### src/tcl_pkg.sv
// Notes on behaviour
// - bytes 0 and 1 hold segment checksum word
// - walk starts at tag offset two
// - byte after tag is value length
// - next tag is tag plus two plus length
// - walk until records reach segment top
// - records found by tag match, not address
// - tags FE empty, 01 oscillator, 08 converter
// - oscillator pairs: even step, odd range byte
// - apply range byte and step byte
// - optional fixed absolute oscillator record location
// - xor of 31 words equals stored checksum
// - converter record: eight words, gain, offset
package tcl_pkg;

   ////////////////////////////////////////////////////////////////////////////////
   localparam logic [15:0] SEG_BASE_ADDR = 16'h10C0;
   localparam logic [6:0] SEG_BYTES = 7'h40;
   localparam logic [6:0] SEG_LAST_IDX = 7'h3F;
   localparam logic [6:0] FIRST_TAG_OFF = 7'h02;
   localparam logic [8:0] HDR_BYTES = 9'h002;
   localparam logic [8:0] SEG_TOP_NEXT = 9'h040;
   localparam logic [7:0] TAG_EMPTY_VAL = 8'hFE;
   localparam logic [7:0] OSC_CAL_TAG_VAL = 8'h01;
   localparam logic [7:0] CONV_CAL_TAG_VAL = 8'h08;
   localparam logic [7:0] OSC_REC_LEN = 8'h08;
   localparam logic [7:0] CONV_REC_LEN = 8'h10;
   localparam logic [5:0] FIXED_OSC_VALUE_OFF = 6'h38;
   localparam logic [5:0] CONV_GAIN_OFF = 6'h00;
   localparam logic [5:0] CONV_OFFSET_OFF = 6'h02;
   localparam logic [15:0] CSUM_RESET = 16'h0000;

   ////////////////////////////////////////////////////////////////////////////////
   typedef enum logic [1:0] {
      FREQ_16MHZ = 2'b00,
      FREQ_12MHZ = 2'b01,
      FREQ_8MHZ = 2'b10,
      FREQ_1MHZ = 2'b11
   } tcl_freq_e;

   typedef enum logic [1:0] {
      TAG_KIND_OTHER = 2'b00,
      TAG_KIND_EMPTY = 2'b01,
      TAG_KIND_OSC = 2'b10,
      TAG_KIND_CONV = 2'b11
   } tcl_tag_e;

   typedef enum logic [2:0] {
      ST_IDLE = 3'b000,
      ST_FETCH = 3'b001,
      ST_CHECK = 3'b010,
      ST_WALK = 3'b011,
      ST_APPLY = 3'b100,
      ST_DONE = 3'b101,
      ST_FAIL = 3'b110
   } tcl_state_e;

   typedef struct packed {
      logic req;
      logic [15:0] addr;
   } tcl_flash_req_s;

   typedef struct packed {
      logic valid;
      logic [7:0] data;
   } tcl_flash_rsp_s;

   typedef struct packed {
      logic write;
      logic [7:0] rangeSel;
      logic [7:0] step;
   } tcl_clock_cal_s;

   typedef struct packed {
      logic valid;
      logic [15:0] gain;
      logic [15:0] offset;
   } tcl_conv_cal_s;

   typedef struct packed {
      logic [7:0] lo;
      logic [7:0] hi;
   } tcl_xor_s;

   typedef struct packed {
      tcl_state_e state;
      logic [6:0] idx;
      logic [6:0] off;
      logic oscOk;
      logic [5:0] oscBase;
      logic convOk;
      logic [5:0] convBase;
      tcl_clock_cal_s clk;
      tcl_conv_cal_s conv;
      logic done;
      logic error;
      logic csumBad;
      logic oscMissing;
   } tcl_loader_s;

endpackage

### src/tcl_xor_acc.sv
`timescale 1ns/1ps
`default_nettype none
module tcl_xor_acc (
   // clock and reset
   input wire logic clock,
   input wire logic reset_n,
   // byte stream
   input wire logic clear,
   input wire logic enable,
   input wire logic oddByte,
   input wire logic [7:0] data,
   // folded word
   output logic [15:0] sum
);
   import tcl_pkg::*;

   tcl_xor_s acc_reg;
   tcl_xor_s acc_next;

   ////////////////////////////////////////////////////////////////////////////////
   // low byte at even address, high byte at odd
   always_comb begin
      acc_next = acc_reg;
      if (clear) begin
         acc_next = tcl_xor_s'(CSUM_RESET);
      end else if (enable && oddByte) begin
         acc_next.hi = acc_reg.hi ^ data;
      end else if (enable) begin
         acc_next.lo = acc_reg.lo ^ data;
      end
   end

   always_ff @(posedge clock or negedge reset_n) begin
      if (!reset_n) begin
         acc_reg <= tcl_xor_s'(CSUM_RESET);
      end else begin
         acc_reg <= acc_next;
      end
   end

   assign sum = {acc_reg.hi, acc_reg.lo};
endmodule
`default_nettype wire

### src/tcl_tag_decode.sv
`timescale 1ns/1ps
`default_nettype none
module tcl_tag_decode (
   // tag byte
   input wire logic [7:0] tag,
   // classification
   output tcl_pkg::tcl_tag_e kind
);
   import tcl_pkg::*;

   always_comb begin
      case (tag)
         TAG_EMPTY_VAL: begin
            kind = TAG_KIND_EMPTY;
         end
         OSC_CAL_TAG_VAL: begin
            kind = TAG_KIND_OSC;
         end
         CONV_CAL_TAG_VAL: begin
            kind = TAG_KIND_CONV;
         end
         default: begin
            kind = TAG_KIND_OTHER;
         end
      endcase
   end
endmodule
`default_nettype wire

### src/tcl_loader.sv
`timescale 1ns/1ps
`default_nettype none
module tcl_loader (
   // clock and reset
   input wire logic clock,
   input wire logic reset_n,
   // control
   input wire logic start,
   input wire logic fixedMode,
   input wire tcl_pkg::tcl_freq_e freqSel,
   // flash information memory
   output tcl_pkg::tcl_flash_req_s flashReq,
   input wire tcl_pkg::tcl_flash_rsp_s flashRsp,
   // consumers
   output tcl_pkg::tcl_clock_cal_s clockCal,
   output tcl_pkg::tcl_conv_cal_s convCal,
   // status
   output logic busy,
   output logic done,
   output logic error,
   output logic checksumBad,
   output logic oscMissing
);
   import tcl_pkg::*;

   tcl_loader_s s_reg;
   tcl_loader_s s_next;
   logic [7:0] segBuf [0:63];
   logic [15:0] csum;
   logic csumClear;
   logic csumEn;
   tcl_tag_e tagKind;
   logic [7:0] curTag;
   logic [7:0] curLen;
   logic [8:0] nextOff;
   logic [5:0] oscPtr;
   logic [5:0] stepIdx;
   logic [5:0] rangeIdx;
   logic [5:0] gainIdx;
   logic [5:0] offsIdx;

   ////////////////////////////////////////////////////////////////////////////////
   // whole segment is copied once so checksum and walk see the same bytes
   always_ff @(posedge clock) begin
      if (s_reg.state == ST_FETCH && flashRsp.valid) begin
         segBuf[s_reg.idx[5:0]] <= flashRsp.data;
      end
   end

   assign csumClear = (s_reg.state == ST_IDLE) || (s_reg.state == ST_DONE)
      || (s_reg.state == ST_FAIL);
   // the two checksum bytes are left out of the fold
   assign csumEn = (s_reg.state == ST_FETCH) && flashRsp.valid
      && (s_reg.idx >= FIRST_TAG_OFF);

   tcl_xor_acc u_xor (
      .clock(clock),
      .reset_n(reset_n),
      .clear(csumClear),
      .enable(csumEn),
      .oddByte(s_reg.idx[0]),
      .data(flashRsp.data),
      .sum(csum)
   );

   ////////////////////////////////////////////////////////////////////////////////
   assign curTag = segBuf[s_reg.off[5:0]];
   assign curLen = segBuf[6'(s_reg.off[5:0] + 6'h01)];
   assign nextOff = {2'b00, s_reg.off} + HDR_BYTES + {1'b0, curLen};

   tcl_tag_decode u_dec (
      .tag(curTag),
      .kind(tagKind)
   );

   // fixed mode trusts the common location and needs no tag
   assign oscPtr = fixedMode ? FIXED_OSC_VALUE_OFF : s_reg.oscBase;
   assign stepIdx = 6'(oscPtr + {2'b00, freqSel, 1'b0});
   assign rangeIdx = 6'(oscPtr + {2'b00, freqSel, 1'b1});
   assign gainIdx = 6'(s_reg.convBase + CONV_GAIN_OFF);
   assign offsIdx = 6'(s_reg.convBase + CONV_OFFSET_OFF);

   ////////////////////////////////////////////////////////////////////////////////
   always_comb begin
      s_next = s_reg;
      s_next.clk.write = 1'b0;
      s_next.conv.valid = 1'b0;
      case (s_reg.state)
         ST_IDLE, ST_DONE, ST_FAIL: begin
            if (start) begin
               s_next.state = ST_FETCH;
               s_next.idx = 7'h00;
               s_next.off = FIRST_TAG_OFF;
               s_next.oscOk = 1'b0;
               s_next.convOk = 1'b0;
               s_next.done = 1'b0;
               s_next.error = 1'b0;
               s_next.csumBad = 1'b0;
               s_next.oscMissing = 1'b0;
            end
         end
         ST_FETCH: begin
            if (flashRsp.valid) begin
               s_next.idx = 7'(s_reg.idx + 7'h01);
               if (s_reg.idx == SEG_LAST_IDX) begin
                  s_next.state = ST_CHECK;
               end
            end
         end
         ST_CHECK: begin
            if (csum != {segBuf[1], segBuf[0]}) begin
               s_next.state = ST_FAIL;
               s_next.error = 1'b1;
               s_next.csumBad = 1'b1;
            end else begin
               s_next.state = ST_WALK;
            end
         end
         ST_WALK: begin
            // a header that does not fit below the top is an overrun
            if (s_reg.off >= SEG_LAST_IDX || nextOff > SEG_TOP_NEXT) begin
               s_next.state = ST_FAIL;
               s_next.error = 1'b1;
            end else begin
               if (tagKind == TAG_KIND_OSC && curLen >= OSC_REC_LEN) begin
                  s_next.oscOk = 1'b1;
                  s_next.oscBase = 6'(s_reg.off + 7'h02);
               end
               if (tagKind == TAG_KIND_CONV && curLen == CONV_REC_LEN) begin
                  s_next.convOk = 1'b1;
                  s_next.convBase = 6'(s_reg.off + 7'h02);
               end
               // empty and unknown records are simply stepped over
               if (nextOff == SEG_TOP_NEXT) begin
                  s_next.state = ST_APPLY;
               end else begin
                  s_next.off = nextOff[6:0];
               end
            end
         end
         ST_APPLY: begin
            if (fixedMode || s_reg.oscOk) begin
               s_next.clk.write = 1'b1;
               s_next.clk.rangeSel = segBuf[rangeIdx];
               s_next.clk.step = segBuf[stepIdx];
            end else begin
               s_next.oscMissing = 1'b1;
            end
            if (s_reg.convOk) begin
               s_next.conv.valid = 1'b1;
               s_next.conv.gain = {segBuf[6'(gainIdx + 6'h01)], segBuf[gainIdx]};
               s_next.conv.offset = {segBuf[6'(offsIdx + 6'h01)], segBuf[offsIdx]};
            end
            s_next.done = 1'b1;
            s_next.state = ST_DONE;
         end
         default: begin
            s_next.state = ST_IDLE;
         end
      endcase
   end

   always_ff @(posedge clock or negedge reset_n) begin
      if (!reset_n) begin
         s_reg <= '{state: ST_IDLE, off: FIRST_TAG_OFF, default: '0};
      end else begin
         s_reg <= s_next;
      end
   end

   ////////////////////////////////////////////////////////////////////////////////
   assign flashReq.req = (s_reg.state == ST_FETCH);
   assign flashReq.addr = SEG_BASE_ADDR + {9'h000, s_reg.idx};
   assign clockCal = s_reg.clk;
   assign convCal = s_reg.conv;
   assign busy = (s_reg.state == ST_FETCH) || (s_reg.state == ST_CHECK)
      || (s_reg.state == ST_WALK) || (s_reg.state == ST_APPLY);
   assign done = s_reg.done;
   assign error = s_reg.error;
   assign checksumBad = s_reg.csumBad;
   assign oscMissing = s_reg.oscMissing;
endmodule
`default_nettype wire

### config.mk
export PLATFORM = sky130hd
export DESIGN_NAME = tcl_loader
export DESIGN_NICKNAME = d
export VERILOG_FILES = /design/src/tcl_pkg.sv /design/src/tcl_xor_acc.sv /design/src/tcl_tag_decode.sv /design/src/tcl_loader.sv
export SDC_FILE = /design/constraint.sdc
export NUM_CORES = 2
export LEC_CHECK = 0
export BUFFER_PORTS_ARGS = -buffer_cell sky130_fd_sc_hd__buf_2
export CAP_MARGIN = 30
export CORE_ASPECT_RATIO = 0.8
export CORE_MARGIN = 5
export CORE_UTILIZATION = 35
export DETAILED_ROUTE_END_ITERATION = 8
export PLACE_DENSITY = 0.6
export SLEW_MARGIN = 25
export SYNTH_ARGS = -nofsm -noshare
export SYNTH_HDL_FRONTEND = slang
export SYNTH_SLANG_ARGS = --single-unit
### constraint.sdc
create_clock -name clock -period 12.3 [get_ports clock]
set_clock_uncertainty 0.15 [all_clocks]
set_input_delay 3.69 -clock clock [delete_from_list [all_inputs] [get_ports clock]]
set_output_delay 3.69 -clock clock [all_outputs]
set_load 0.01 [all_outputs]
==> metrics.yaml <==
synthTopCellsByCount: "mux4_2 (1050), edfxtp_1 (512), mux2i_1 (277)"
grt_max_degree: 129
place_congestion: 1.02
synth-seq-cells: 613
fin_crit_sh_pct: 65.7
fin_crit_ns: 8.08
grt_pass1_vias: 39982
syn_area_mm2: 0.0543
worstHoldEndpoint: "convCal[9]"
synthMuxAreaShare_pct: 50.1
synthCells: 3633
regArea_mm2: 0.0179
r2r_slack_ns: 4.22
first_pass_iters: 9
endpoint_kind: "register"
cp-start-kind: "register"
ctsResizeCount: 0
rsz0062_at_grt: "no"
initial_core_util_pct: 35.2
ys_warn_count: 0
pin_count: 87
outcome: "finished clean"
postCtsSetupBuffers: 0
ys_types: 77
synth_fa_ha_area_share_pct: 0.663
drc: 0
ff2ff_path_depth: 16
vdd_drop_max_v: 0.000150
synth_edf_count: 512
place_ws_ns: 4.10
fmax_ghz: 0.124
core-area_mm2: 0.154
synth_area_per_cell_um2: 15.0
stdcell_area_mm2: 0.0595
yosysTopAreaCellShare_pct: 43.5
vias_per_cell: 7.63
fillers: 14086
ys_seq_area_share_pct: 32.9
cts_tree: "yes"
cp_max_fo: 40
finalSetupViolCount: 0
fin_nets: 3550
synth_compound_area_share_pct: 6.01
cts.path.max_buffers: 3
synth_most_common_cell: "mux4_2"
worst_slew_pin_slew_ns: 1.31
dr_total_vias: 42867
clk_pin_slew_ns: 0.06
r2r-start: "s_reg[68]"
die_h_um: 362
synth_top_family_by_area: "multiplexers"
p_leak_nw: 18.3
cts_sinks: 613
maxSlewHeadroom_pct: 12.4
worstPathArrival_ns: 8.47
hold_viol_final: 0
htreeDepth: 3
dp_hpwl_um: 155000
postRouteAntennaNets: 0
drv_slew: 0
grt-ovfl-total: 0
synth_area_leaders: "mux4_2 (44%), edfxtp_1 (28%), mux2i_1 (5.1%)"
min_path_cells: 2
area_growth_pct: 9.57
antenna_found_initial: 11
grt_pass1_wl_um: 325000
power.density_mw_per_mm2: 138
worstSetupPathType: "reg2reg"
cts_buffers: 72
fin_ws_ns: 4.22
dpl_cell_area_mm2: 0.0567
drive_gt1_share_pct: 44.2
tns_ns: 0
largest_reg_flops: 512
post_drt_wl_per_cell_um: 41.8
synth_flop_cell: "edfxtp_1"
synthArstFlopShare_pct: 16.5
drtIter0Drc: 8843
fp.dieW_um: 451
rr_endpoint: "s_reg[54]"
yosys.area.top_type: "mux4_2"
power_mw: 8.21
cap_violations: 0
synth_xor_area_share_pct: 1.11
required_ns: 12.69
cts_root_buf: "clkbuf_16"
min_path_type: "reg2reg"
synth-simple-area-share_pct: 4.92
die_area_mm2: 0.163
multi_input_area_mm2: 0.0346
worstHoldStart: "convCal[9]"
clock_latency_ns: 0.70
fp-row-count: 129
io_buffers: 79
grtUsageTotal_pct: 27.9
ctsHoldBuffers: 0
drt_wl_total_um: 235000
-- cells by family (layout without fill, tap and decap cells) --
kind of cell,count (synthesis),count (layout)
flops,613,613
simple gates,605,605
compound gates,470,470
xor+xnor,65,65
mux,1393,1393
buf+inv,458,385
fa+ha+maj,27,27
other cells,2,27
-- worst max-delay path, stage by stage (launching register included) --
cell and delay (ns):
dfrtp_4 0.90, buf_4 0.75, a21bo_2 0.36, nand2_2 0.29
buf_4 0.34, a2111oi_0 0.65, a311oi_1 0.35, o32ai_1 0.97
ha_1 0.39, ha_1 0.35, nand2b_1 0.10, or4_1 0.47
a21oi_1 0.27, and3_1 0.43, o2111a_2 0.29, and3_1 0.47
mux2_4 0.34
-- area by class of cell --
cell class                      instances  area share, %
Timing Repair Buffer                  239           3.13
Multi-Input combinational cell       2567           58.1
Sequential cell                       613           30.1
Clock inverter                         43          0.853
Inverter                               15         0.0967
Tap cell                             2030           4.27
Clock buffer                           88           3.41
Antenna cell                           20         0.0841
-- routing by layer --
metal / routed length [um] / part of all wire [%] / global-route usage [%] / up-vias
li1: - / - / - / 15453
met1: 80400 / 34 / 36.4 / 21950
met2: 90900 / 39 / 35.6 / 4645
met3: 47700 / 20 / 16.9 / 799
met4: 14200 / 6.0 / 13.2 / 20
met5: 1540 / 0.66 / 5.56 / -
-- metrics by stage --
stage          std cells  hold slack [ns]  utilization [%]
6_report            5615            0.321             38.5
4_1_cts             5575            0.327             38.3
3_3_place_gp        5436            0.304             36.6
3_5_place_dp        5444            0.314             36.7
5_1_grt             5609            0.341             38.5
2_1_floorplan       3638            0.297                -
-- power by group --
group          total [mW]  switching (mW)  leakage [nW]  internal, mW
sequential           2.49           0.171          5.96          2.31
combinational        3.37            2.16          11.1          1.21
clock                2.35           0.976          1.24          1.38
total                8.21            3.31          18.3          4.91
-- cells in the final DEF (no fill, tap or decap), drive strengths merged, types with 16 or more instances in the layout --
| master | instances |
|---|---|
| edfxtp | 512 |
| clkinv | 20 |
| clkbuf | 89 |
| nand2 | 267 |
| nor2b | 30 |
| nand3 | 87 |
| buf | 238 |
| xnor2 | 17 |
| mux2 | 65 |
| inv | 23 |
| o21ai | 101 |
| a31oi | 20 |
| o211ai | 20 |
| mux4 | 1051 |
| mux2i | 277 |
| o22ai | 17 |
| diode | 20 |
| a221oi | 69 |
| dfrtp | 100 |
| ha | 24 |
| a22oi | 60 |
| a311oi | 16 |
| a211oi | 23 |
| a21oi | 67 |
| xor2 | 48 |
| nor2 | 145 |
-- worst max path at each step --
stage,from,end,slack [ns],depth (start not counted)
after floorplan,fixedMode,clockCal[15],5.08,15
after global placement,fixedMode,clockCal[15],4.16,10
after detailed placement,fixedMode,clockCal[15],4.10,11
after CTS,s_reg[68],s_reg[54],4.53,18
after global routing,s_reg[68],s_reg[54],3.97,18
final,s_reg[68],s_reg[54],4.22,16
Note: power is estimated with default switching activity, not from simulation.
